File: src/hdl/pdc_consts.vh
// Constants for the clock output control block: register map, fields, widths
`ifndef PDC_CONSTS_VH
`define PDC_CONSTS_VH

// ----------------------------------------------------------------
// Register byte offsets
// ----------------------------------------------------------------
`define PDC_REG_CTRL     8'h00
`define PDC_REG_FBINT    8'h04
`define PDC_REG_FBFRAC   8'h08
`define PDC_REG_STATUS   8'h0c
`define PDC_REG_OUTCFG0  8'h10
`define PDC_REG_CASCADE  8'h20

// ----------------------------------------------------------------
// Control register fields
// ----------------------------------------------------------------
`define PDC_CTRL_EN_LSB      0
`define PDC_CTRL_SRC_LSB     4
`define PDC_CTRL_DLLMODE     8
`define PDC_CTRL_PVT         9
`define PDC_CTRL_DDIV_LSB    10
`define PDC_CTRL_SHIFT_LSB   12

// ----------------------------------------------------------------
// Output config register fields
// ----------------------------------------------------------------
`define PDC_OC_SEL_LSB    0
`define PDC_OC_FORCE      3
`define PDC_OC_DIV_LSB    4
`define PDC_OC_DLY_LSB    12

// ----------------------------------------------------------------
// Reset values and sizes
// ----------------------------------------------------------------
`define PDC_OC_RESET      32'h0000_0010
`define PDC_FBINT_RESET   12'h010
`define PDC_NUM_OUT       4
`define PDC_FRAC_W        24
`define PDC_DIV_MAX       7'h7f
`define PDC_VCO4_TICKS    5'h1f
`define PDC_AXI_OKAY      2'b00
`define PDC_AXI_SLVERR    2'b10

`endif

File: src/hdl/pdc_out_chan.v
// One PLL output: phase pick, gating, divider and delayed release
`timescale 1ns/1ns
`include "pdc_consts.vh"

module pdc_out_chan (
  input  wire       aclk,
  input  wire       aresetn,
  input  wire [7:0] phases,     // Eight phase levels
  input  wire       tick,       // One VCO/4 cycle has passed
  input  wire       run_req,    // Start when high, stop when low
  input  wire [2:0] cfg_sel,    // Phase choice from software
  input  wire       cfg_force,  // Hold output low
  input  wire [6:0] cfg_div,    // Divide ratio
  input  wire [2:0] cfg_dly,    // Release delay in VCO/4 cycles
  output reg        clk_out,    // Gated, divided clock
  output reg        running     // Output is in the run state
);

  // ----------------------------------------------------------------
  // States
  // ----------------------------------------------------------------
  localparam [2:0] ST_STOP = 3'b001;
  localparam [2:0] ST_WAIT = 3'b010;
  localparam [2:0] ST_RUN  = 3'b100;

  reg  [2:0] st_q;      // Current state
  reg  [2:0] sel_q;     // Active phase choice
  reg        force_q;   // Active force-low
  reg  [6:0] div_q;     // Active ratio
  reg  [6:0] cnt_q;     // Divider count
  reg        lvl_q;     // Divided level
  reg  [2:0] dly_q;     // Release countdown
  reg        prev_q;    // Selected phase one cycle ago
  wire       sel_lvl;   // Selected phase level
  wire       rise;      // Selected phase rising
  wire       gated;     // Level that goes out
  wire [6:0] cnt_n;     // Next divider count

  assign sel_lvl = phases[sel_q];
  assign rise    = sel_lvl & ~prev_q;
  assign cnt_n   = (cnt_q == div_q - 7'h01) ? 7'h00 : cnt_q + 7'h01;
  // Ratio 1 passes the phase itself; zero reads as 1 as well
  assign gated   = st_q[2] & ~force_q &
                   ((div_q <= 7'h01) ? sel_lvl : lvl_q);

  // ----------------------------------------------------------------
  // Control sequence
  // ----------------------------------------------------------------
  always @(posedge aclk) begin
    if (!aresetn) begin
      st_q    <= ST_STOP;
      sel_q   <= 3'h0;
      force_q <= 1'b1;
      div_q   <= 7'h01;
      cnt_q   <= 7'h00;
      lvl_q   <= 1'b0;
      dly_q   <= 3'h0;
      prev_q  <= 1'b0;
      clk_out <= 1'b0;
      running <= 1'b0;
    end else begin
      prev_q  <= sel_lvl;
      clk_out <= gated;
      running <= st_q[2];
      case (st_q)
        ST_STOP: begin
          // Settings only move while stopped, so no running edge is cut
          sel_q   <= cfg_sel;
          force_q <= cfg_force;
          div_q   <= cfg_div;
          dly_q   <= cfg_dly;
          cnt_q   <= cfg_div - 7'h01;
          lvl_q   <= 1'b0;
          // Leave only while the phase is low, so the first high is whole
          if (run_req && !phases[cfg_sel]) begin
            st_q <= (cfg_dly == 3'h0) ? ST_RUN : ST_WAIT;
          end
        end
        ST_WAIT: begin
          if (!run_req) begin
            st_q <= ST_STOP;
          end else if (tick) begin
            dly_q <= dly_q - 3'h1;
            if (dly_q == 3'h1 && !sel_lvl) begin
              st_q <= ST_RUN;
            end
          end else if (dly_q == 3'h0 && !sel_lvl) begin
            st_q <= ST_RUN;
          end
        end
        ST_RUN: begin
          if (rise) begin
            cnt_q <= cnt_n;
            lvl_q <= (cnt_n < {1'b0, div_q[6:1]}) ? 1'b1 : 1'b0;
          end
          // Stop only while the outgoing level is low
          if (!run_req && !gated) begin
            st_q <= ST_STOP;
          end
        end
        default: begin
          st_q <= ST_STOP;
        end
      endcase
    end
  end

endmodule

File: src/hdl/pdc_clock_ctrl.v
// Top of the PLL/DLL clock output controller with its AXI4-Lite registers
`timescale 1ns/1ns
`include "pdc_consts.vh"

module pdc_clock_ctrl #(
  parameter NUM_LANES    = 4,  // Memory lanes sharing the tap count
  parameter TAPS_PER_CYC = 4   // Delay taps per aclk period
) (
  input  wire                   aclk,
  input  wire                   aresetn,
  // AXI4-Lite slave
  input  wire [7:0]             s_axi_awaddr,
  input  wire                   s_axi_awvalid,
  output reg                    s_axi_awready,
  input  wire [31:0]            s_axi_wdata,
  input  wire [3:0]             s_axi_wstrb,
  input  wire                   s_axi_wvalid,
  output reg                    s_axi_wready,
  output reg  [1:0]             s_axi_bresp,
  output reg                    s_axi_bvalid,
  input  wire                   s_axi_bready,
  input  wire [7:0]             s_axi_araddr,
  input  wire                   s_axi_arvalid,
  output reg                    s_axi_arready,
  output reg  [31:0]            s_axi_rdata,
  output reg  [1:0]             s_axi_rresp,
  output reg                    s_axi_rvalid,
  input  wire                   s_axi_rready,
  // Fabric and clock side
  input  wire [3:0]             fab_run,       // Fabric start/stop per output
  input  wire                   dll_ref_clk,   // DLL input clock
  input  wire [NUM_LANES-1:0]   lane_upd,      // Per-lane tap update enable
  output wire [3:0]             pll_clk_out,   // Output clocks
  output reg  [11:0]            fb_div_q,      // Feedback divide this cycle
  output reg                    dll_fix_clk_q, // Fixed undivided DLL output
  output reg                    dll_div_clk_q, // Divided, shifted DLL output
  output reg  [NUM_LANES*8-1:0] lane_tap_q,    // Strobe delay per lane
  output reg  [7:0]             casc_tap_q     // Fine delay for PLL cascade
);

  // ----------------------------------------------------------------
  // Registers and synchronisers
  // ----------------------------------------------------------------
  reg  [14:0] ctrl_q;        // Control register
  reg  [11:0] fbint_q;       // Feedback integer part
  reg  [23:0] fbfrac_q;      // Feedback fraction
  reg  [31:0] oc_q [0:3];    // Output configs
  reg  [7:0]  casc_fix_q;    // Uncompensated cascade taps
  reg  [3:0]  fab_m_q;       // Fabric run, first stage
  reg  [3:0]  fab_s_q;       // Fabric run, second stage
  reg         ref_m_q;       // Ref clock, first stage
  reg         ref_s_q;       // Ref clock, second stage
  reg         ref_p_q;       // Ref clock, one cycle later
  reg  [2:0]  ph_cnt_q;      // Phase position
  reg  [4:0]  vco4_q;        // VCO/4 cycle counter
  reg  [23:0] acc_q;         // Fraction accumulator
  reg  [7:0]  per_cnt_q;     // Ref period in aclk cycles
  reg  [7:0]  tap_q;         // Quarter-period tap count
  reg  [1:0]  ddiv_q;        // DLL divide counter
  reg  [7:0]  shift_q;       // DLL phase shift line
  reg  [7:0]  aw_addr_q;     // Latched write address
  reg  [31:0] w_data_q;      // Latched write data
  reg  [3:0]  w_strb_q;      // Latched strobes
  reg         aw_have_q;     // Write address held
  reg         w_have_q;      // Write data held
  wire [7:0]  phases;        // Eight phase levels
  wire [3:0]  running;       // Per-output run state
  wire [3:0]  run_req;       // Per-output run request
  wire        tick;          // VCO/4 tick
  wire        ref_rise;      // Ref clock rising
  wire [24:0] acc_sum;       // Accumulator plus fraction
  wire [15:0] tap_full;      // Scaled period
  reg  [31:0] rd_word;       // Read mux
  reg         rd_ok;         // Read hits a register
  reg  [31:0] wr_word;       // Merged write word
  reg         wr_ok;         // Write hits a register
  integer     i, j, k;   // Loop indices, one per process

  assign tick     = (vco4_q == 5'h00);
  assign ref_rise = ref_s_q & ~ref_p_q;
  assign acc_sum  = {1'b0, acc_q} + {1'b0, fbfrac_q};
  assign tap_full = per_cnt_q * TAPS_PER_CYC[7:0];

  // ----------------------------------------------------------------
  // Eight phases, 45 degrees apart, one aclk per step
  // ----------------------------------------------------------------
  genvar g;
  generate
    for (g = 0; g < 8; g = g + 1) begin : gen_ph
      localparam [2:0] K = g;
      wire [2:0] off = ph_cnt_q - K;
      assign phases[g] = ~off[2];
    end
    for (g = 0; g < 4; g = g + 1) begin : gen_out
      // Source bit picks fabric control over the register enable
      assign run_req[g] = ctrl_q[`PDC_CTRL_SRC_LSB + g] ?
                          fab_s_q[g] : ctrl_q[`PDC_CTRL_EN_LSB + g];
      pdc_out_chan pdc_out_chan_i (
        .aclk      (aclk),
        .aresetn   (aresetn),
        .phases    (phases),
        .tick      (tick),
        .run_req   (run_req[g]),
        .cfg_sel   (oc_q[g][`PDC_OC_SEL_LSB +: 3]),
        .cfg_force (oc_q[g][`PDC_OC_FORCE]),
        .cfg_div   (oc_q[g][`PDC_OC_DIV_LSB +: 7]),
        .cfg_dly   (oc_q[g][`PDC_OC_DLY_LSB +: 3]),
        .clk_out   (pll_clk_out[g]),
        .running   (running[g])
      );
    end
  endgenerate

  // ----------------------------------------------------------------
  // Phase source, fractional feedback, synchronisers
  // ----------------------------------------------------------------
  always @(posedge aclk) begin
    if (!aresetn) begin
      ph_cnt_q <= 3'h0;
      vco4_q   <= 5'h00;
      acc_q    <= 24'h000000;
      fb_div_q <= `PDC_FBINT_RESET;
      fab_m_q  <= 4'h0;
      fab_s_q  <= 4'h0;
      ref_m_q  <= 1'b0;
      ref_s_q  <= 1'b0;
      ref_p_q  <= 1'b0;
    end else begin
      ph_cnt_q <= ph_cnt_q + 3'h1;
      vco4_q   <= (vco4_q == `PDC_VCO4_TICKS) ? 5'h00 : vco4_q + 5'h01;
      fab_m_q  <= fab_run;
      fab_s_q  <= fab_m_q;
      ref_m_q  <= dll_ref_clk;
      ref_s_q  <= ref_m_q;
      ref_p_q  <= ref_s_q;
      // Carry of the accumulator dithers the integer ratio per ref cycle
      if (ref_rise) begin
        acc_q    <= acc_sum[23:0];
        fb_div_q <= fbint_q + {11'h000, acc_sum[24]};
      end
    end
  end

  // ----------------------------------------------------------------
  // DLL: tap measurement, lane distribution, injection outputs
  // ----------------------------------------------------------------
  always @(posedge aclk) begin
    if (!aresetn) begin
      per_cnt_q     <= 8'h00;
      tap_q         <= 8'h00;
      lane_tap_q    <= {NUM_LANES*8{1'b0}};
      casc_tap_q    <= 8'h00;
      ddiv_q        <= 2'h0;
      shift_q       <= 8'h00;
      dll_fix_clk_q <= 1'b0;
      dll_div_clk_q <= 1'b0;
    end else begin
      if (!ctrl_q[`PDC_CTRL_DLLMODE]) begin
        // Time reference: one period in taps, a quarter of it kept
        if (ref_rise) begin
          per_cnt_q <= 8'h01;
          tap_q     <= tap_full[9:2];
        end else if (per_cnt_q != 8'hff) begin
          per_cnt_q <= per_cnt_q + 8'h01;
        end
        dll_fix_clk_q <= 1'b0;
        dll_div_clk_q <= 1'b0;
      end else begin
        // Injection delay: fixed copy and a divided, shifted copy
        if (ref_rise) begin
          ddiv_q <= ddiv_q + 2'h1;
        end
        case (ctrl_q[`PDC_CTRL_DDIV_LSB +: 2])
          2'h1:    shift_q <= {shift_q[6:0], ddiv_q[0]};
          2'h2:    shift_q <= {shift_q[6:0], ddiv_q[1]};
          default: shift_q <= {shift_q[6:0], ref_s_q};
        endcase
        dll_fix_clk_q <= ref_s_q;
        dll_div_clk_q <= shift_q[ctrl_q[`PDC_CTRL_SHIFT_LSB +: 3]];
      end
      // Lanes take the shared count only when their own update is on
      for (j = 0; j < NUM_LANES; j = j + 1) begin
        if (lane_upd[j]) begin
          lane_tap_q[j*8 +: 8] <= tap_q;
        end
      end
      // Without compensation the cascade uses a fixed software count
      casc_tap_q <= ctrl_q[`PDC_CTRL_PVT] ? tap_q : casc_fix_q;
    end
  end

  // ----------------------------------------------------------------
  // Register decode
  // ----------------------------------------------------------------
  always @* begin
    rd_ok   = 1'b1;
    rd_word = 32'h0000_0000;
    case (s_axi_araddr)
      `PDC_REG_CTRL:          rd_word = {17'h00000, ctrl_q};
      `PDC_REG_FBINT:         rd_word = {20'h00000, fbint_q};
      `PDC_REG_FBFRAC:        rd_word = {8'h00, fbfrac_q};
      `PDC_REG_STATUS:        rd_word = {16'h0000, tap_q, 4'h0, running};
      `PDC_REG_OUTCFG0:       rd_word = oc_q[0];
      `PDC_REG_OUTCFG0 + 8'h4: rd_word = oc_q[1];
      `PDC_REG_OUTCFG0 + 8'h8: rd_word = oc_q[2];
      `PDC_REG_OUTCFG0 + 8'hc: rd_word = oc_q[3];
      `PDC_REG_CASCADE:       rd_word = {24'h000000, casc_fix_q};
      default:                rd_ok   = 1'b0;
    endcase
  end

  always @* begin
    wr_ok   = 1'b1;
    wr_word = 32'h0000_0000;
    case (aw_addr_q)
      `PDC_REG_CTRL:    wr_word = {17'h00000, ctrl_q};
      `PDC_REG_FBINT:   wr_word = {20'h00000, fbint_q};
      `PDC_REG_FBFRAC:  wr_word = {8'h00, fbfrac_q};
      `PDC_REG_CASCADE: wr_word = {24'h000000, casc_fix_q};
      `PDC_REG_OUTCFG0, `PDC_REG_OUTCFG0 + 8'h4,
      `PDC_REG_OUTCFG0 + 8'h8, `PDC_REG_OUTCFG0 + 8'hc:
                        wr_word = oc_q[aw_addr_q[3:2]];
      default:          wr_ok   = 1'b0;
    endcase
    for (k = 0; k < 4; k = k + 1) begin
      if (w_strb_q[k]) begin
        wr_word[k*8 +: 8] = w_data_q[k*8 +: 8];
      end
    end
  end

  // ----------------------------------------------------------------
  // AXI4-Lite slave: address and data in either order, one at a time
  // ----------------------------------------------------------------
  always @(posedge aclk) begin
    if (!aresetn) begin
      s_axi_awready <= 1'b0;
      s_axi_wready  <= 1'b0;
      s_axi_bvalid  <= 1'b0;
      s_axi_bresp   <= `PDC_AXI_OKAY;
      s_axi_arready <= 1'b0;
      s_axi_rvalid  <= 1'b0;
      s_axi_rresp   <= `PDC_AXI_OKAY;
      s_axi_rdata   <= 32'h0000_0000;
      aw_have_q     <= 1'b0;
      w_have_q      <= 1'b0;
      aw_addr_q     <= 8'h00;
      w_data_q      <= 32'h0000_0000;
      w_strb_q      <= 4'h0;
      ctrl_q        <= 15'h0000;
      fbint_q       <= `PDC_FBINT_RESET;
      fbfrac_q      <= 24'h000000;
      casc_fix_q    <= 8'h00;
      for (i = 0; i < 4; i = i + 1) begin
        oc_q[i] <= `PDC_OC_RESET;
      end
    end else begin
      // Ready is offered one cycle after valid and dropped on the take
      s_axi_awready <= s_axi_awvalid & ~aw_have_q & ~s_axi_awready;
      s_axi_wready  <= s_axi_wvalid & ~w_have_q & ~s_axi_wready;
      if (s_axi_awvalid && s_axi_awready) begin
        aw_addr_q <= {s_axi_awaddr[7:2], 2'b00};
        aw_have_q <= 1'b1;
      end
      if (s_axi_wvalid && s_axi_wready) begin
        w_data_q <= s_axi_wdata;
        w_strb_q <= s_axi_wstrb;
        w_have_q <= 1'b1;
      end
      if (aw_have_q && w_have_q && !s_axi_bvalid) begin
        aw_have_q    <= 1'b0;
        w_have_q     <= 1'b0;
        s_axi_bvalid <= 1'b1;
        s_axi_bresp  <= wr_ok ? `PDC_AXI_OKAY : `PDC_AXI_SLVERR;
        case (aw_addr_q)
          `PDC_REG_CTRL:    ctrl_q     <= wr_word[14:0];
          `PDC_REG_FBINT:   fbint_q    <= wr_word[11:0];
          `PDC_REG_FBFRAC:  fbfrac_q   <= wr_word[23:0];
          `PDC_REG_CASCADE: casc_fix_q <= wr_word[7:0];
          `PDC_REG_OUTCFG0, `PDC_REG_OUTCFG0 + 8'h4,
          `PDC_REG_OUTCFG0 + 8'h8, `PDC_REG_OUTCFG0 + 8'hc:
                            oc_q[aw_addr_q[3:2]] <= wr_word;
          default: ;
        endcase
      end else if (s_axi_bvalid && s_axi_bready) begin
        s_axi_bvalid <= 1'b0;
      end
      // Read: address taken, data a cycle later, held until rready
      s_axi_arready <= s_axi_arvalid & ~s_axi_arready & ~s_axi_rvalid;
      if (s_axi_arvalid && s_axi_arready) begin
        s_axi_rvalid <= 1'b1;
        s_axi_rdata  <= rd_word;
        s_axi_rresp  <= rd_ok ? `PDC_AXI_OKAY : `PDC_AXI_SLVERR;
      end else if (s_axi_rvalid && s_axi_rready) begin
        s_axi_rvalid <= 1'b0;
      end
    end
  end

endmodule

File: config.mk
export PLATFORM = sky130hd
export DESIGN_NAME = pdc_clock_ctrl
export DESIGN_NICKNAME = d
export VERILOG_FILES = /design/src/hdl/pdc_out_chan.v /design/src/hdl/pdc_clock_ctrl.v
export VERILOG_INCLUDE_DIRS = /design/src /design/src/hdl
export SDC_FILE = /design/constraint.sdc
export NUM_CORES = 1
export LEC_CHECK = 0
export ABC_AREA = 0
export BUFFER_PORTS_ARGS = -buffer_cell sky130_fd_sc_hd__buf_4
export CAP_MARGIN = 25
export CORE_ASPECT_RATIO = 1.1
export CORE_MARGIN = 5
export CORE_UTILIZATION = 50
export DETAILED_ROUTE_END_ITERATION = 10
export PLACE_DENSITY = 0.68
export SLEW_MARGIN = 10
export SYNTH_ARGS = -nofsm -noshare
export SYNTH_HDL_FRONTEND = slang
export SYNTH_SLANG_ARGS = --single-unit
File: constraint.sdc
create_clock -name aclk -period 8.6 [get_ports aclk]
set_clock_uncertainty 0.15 [all_clocks]
set_input_delay 0.86 -clock aclk [delete_from_list [all_inputs] [get_ports aclk]]
set_output_delay 0.86 -clock aclk [all_outputs]
set_load 0.1 [all_outputs]
==> qor.txt <==
Critical R2R Launch: fbfrac_q[0]
worst min path class: reg2reg
final setup violation count: 0
Sw Pwr: 1.46 mW
minimum clock period: 4800 ps
Clock Path Buffers: 3
register area share after synthesis: 0.450
HPWL Detailed: 54.2 mm
delay-heaviest family, CP: compound AO/OA/AOI/OAI gates
Crit. End Element: flop
non-filler cells, final: 3669
worst r2r path cells: 15
number of global-route vias before repair: 21.5k
DR vias: 22.1k
Die X: 225 µm
leading post-synthesis cells by cell area: dfxtp_1, edfxtp_1, nor2_1, a21oi_1, nand2_1
share of the synthesized area in the top cell type: 0.299
Remaining DRCs: 0
Tot GR Track Use: 0.274
area growth from synthesis to layout: 13.5%
Slew Viols, Final: 0
yosys warns: 0
RSZ-0062 raised after global routing: no
Post-Route WL: 78.7 mm
Worst Path Buf+Inv: 0
Critical Path Stages: 15
starting density of the core: 0.506
post-synthesis register bit count: 507
Switching Share: 0.262
Finished Core Util: 0.574
root buffer cell: clkbuf_16
P per Cell Area: 193 nW/µm²
Max Cap Viol: 0
initial antenna violation count: 0
status: finished, final reports clean
via/cell ratio: 6.03
Worst path max stage delay: 630 ps
layout cells sized above 1: 0.118
drt wl/cell: 21.4 µm
Max transition margin: 0.241
clock power share: 0.424
HP Start: ref_m_q
die area: 55400 µm²
Seq pwr share: 0.469
CP required: 8910 ps
Distinct cells, synth: 78
Worst-Margin Slew: 1130 ps
Pleak: 10.8 nW
Combinational Power Share: 0.107
Critical Path Start: fbfrac_q[0]
internal power: 4.11 mW
Cell Rows: 86
CP Max Fanout: 4
TritonRoute pass-1 iters: 7
routability cong.: 1.00
CP Class: reg2reg
Starting DRT DRC Count: 2165
startpoint types: flop
CP Capture Point: fb_div_q[10]
# port buffers: 162
ANT cells: 0
clk slew on worst S/H paths: 60 ps
clock latency on the worst-skew pair: 620 ps
worst-path cell with the longest stage delay: o41ai_1
Setup TNS: 0 ps
hold buffer count at CTS: 0
Final Hold Fails: 0
share of synthesized registers carrying an async set or reset: 0
fin crit share: 0.558
R2R Setup Slk: 3800 ps
WP data arrival: 5100 ps
Post-Syn Area per Cell: 8.76 µm²
hold slack: 285 ps
global-route wire length before repair: 121 mm
pin count of the biggest net entering global routing: 143
TritonCTS buffer count: 53
Max Freq: 208 MHz
num ports: 167
synthesized instance count: 2900
nets: 3116
cell taking the most area after synthesis: dfxtp_1
critical path, cell by cell: ha_1, fa_1, a21oi_1, o22ai_1, o41ai_1, o21ai_0, a31oi_1, o31a_1, o21ai_0, ha_1, ha_1, and4_1, nand3_1, xor2_1, a211oi_1
Max rail drop VDD: 0.000173 V
number of flops mapped to enable cells by yosys: 128
remaining global-route overflow: 0
most used cell, CP: ha_1
Primary FF master, synth: dfxtp_1
Final ANT Viol Nets: 0
Post-Syn Area: 25400 µm²
Reg-to-Reg End: fb_div_q[10]
Resize count post-CTS: 0
Num Clock Sinks: 507
die span in y: 246 µm
Core Box Area: 50300 µm²
H-Tree Depth: 2
CTS tree: done
# Post-CTS Setup Buffers: 0
dpl cells: 3565
==> power by group through the flow <==
stage          clock network, mW  registers (mW)  logic [mW]
3_5_place_dp                   0            2.66       0.588
6_report                    2.36            2.61       0.598
2_1_floorplan                  0            2.65       0.418
3_3_place_gp                   0            2.66       0.572
4_1_cts                     2.40            2.61       0.592
5_1_grt                     2.50            2.62       0.657
==> how the worst min path moves through the flow <==
stage	cells after the start	endpoint
2_1_floorplan	1	ph_cnt_q[0]
3_3_place_gp	1	ph_cnt_q[0]
3_5_place_dp	1	ref_s_q
4_1_cts	1	ref_s_q
5_1_grt	1	ref_s_q
6_report	1	ref_s_q
==> through the flow <==
step / area (µm²) / power, mW / setup slack [ps]
after global routing: 28800 / 5.78 / 3590
after floorplan: 25400 / 3.07 / 4910
after CTS: 28800 / 5.60 / 3950
after global placement: 27000 / 3.23 / 4070
after detailed placement: 27000 / 3.25 / 4040
final: 28800 / 5.57 / 3800
==> synth_stat cells (5+ instances only) <==
cell and instances:
a222oi_1 21, and2_1 43, or3_1 14, mux4_2 36, a21oi_1 291, nor3_1 53
nor2b_1 17, o31ai_1 5, o22ai_1 10, mux2i_1 81, nor3b_1 13, nand3_1 76
o21ai_1 16, a22oi_1 68, o21bai_1 10, a221oi_1 14, edfxtp_1 128, and3_1 14
nand2b_1 22, a211o_1 7, o21ai_0 83, nand2_1 367, nand4_1 8, inv_1 69
nor2_1 466, a31oi_1 11, o211ai_1 29, a21o_1 23, buf_4 6, xnor2_1 65
or2_2 10, buf_2 14, a22o_1 12, dfxtp_1 379, clkbuf_1 157, o21a_1 7
ha_1 82, buf_1 11, xor2_1 54, a211oi_1 26, nand3b_1 9, nor4_1 5
==> area by class of cell <==
class                      instances  area, µm²
clock inverter                    31        349
multi-input combinational       2135      13000
sequential                       507      11400
tap                              660        826
clock buffer                      68       1450
inverter                          71        274
fill                            4516      21400
timing repair buffer             197       1500
==> logic make-up after synthesis <==
logic type	share of synthesized area
simple gates	0.195
fa+ha+maj	0.0412
buf+inv	0.0398
flops	0.450
other cells	0.000148
xor+xnor	0.0410
compound gates	0.168
mux	0.0656
==> routing by layer <==
| metal | GRT usage | vias up | part of all wire |
|---|---|---|---|
| li1 | - | 10300 | - |
| met1 | 0.335 | 10600 | 0.39 |
| met2 | 0.467 | 971 | 0.48 |
| met3 | 0.0505 | 233 | 0.080 |
| met4 | 0.129 | 0 | 0.051 |
| met5 | 0 | - | 0 |
==> layout by cell type (no fill, tap or decap), types with 12 or more instances in the layout <==
master,instances
nor2_1,466
dfxtp_1,378
nand2_1,362
a21oi_1,291
buf_4,193
edfxtp_1,128
o21ai_0,83
ha_1,82
mux2i_1,81
nand3_1,76
inv_1,69
a22oi_1,68
xnor2_1,65
clkbuf_16,55
xor2_1,54
nor3_1,53
and2_1,43
mux4_2,36
o211ai_1,29
a211oi_1,26
a21o_1,23
nand2b_1,22
a222oi_1,21
nor2b_1,16
o21ai_1,16
and3_1,14
a221oi_1,14
or3_1,13
nor3b_1,13
a22o_1,12
==> state kept, by name (all words and copies together) (netlist names), 15 cells and up, named ones only <==
register                      flops
acc_q                            24
ctrl_q                           15
fbfrac_q                         24
gen_out.pdc_out_chan_i.cnt_q     28
gen_out.pdc_out_chan_i.div_q     28
lane_tap_q                       32
oc_q                            128
s_axi_rdata                      32
w_data_q                         32
==> worst register-to-register path, stage by stage (launching register included) <==
cell	delay (ps)
dfxtp_1	390
ha_1	270
fa_1	410
a21oi_1	230
o22ai_1	170
o41ai_1	630
o21ai_0	320
a31oi_1	450
o31a_1	220
o21ai_0	230
ha_1	280
ha_1	220
and4_1	270
nand3_1	130
xor2_1	180
a211oi_1	90
(Power assumes the default switching activity.)
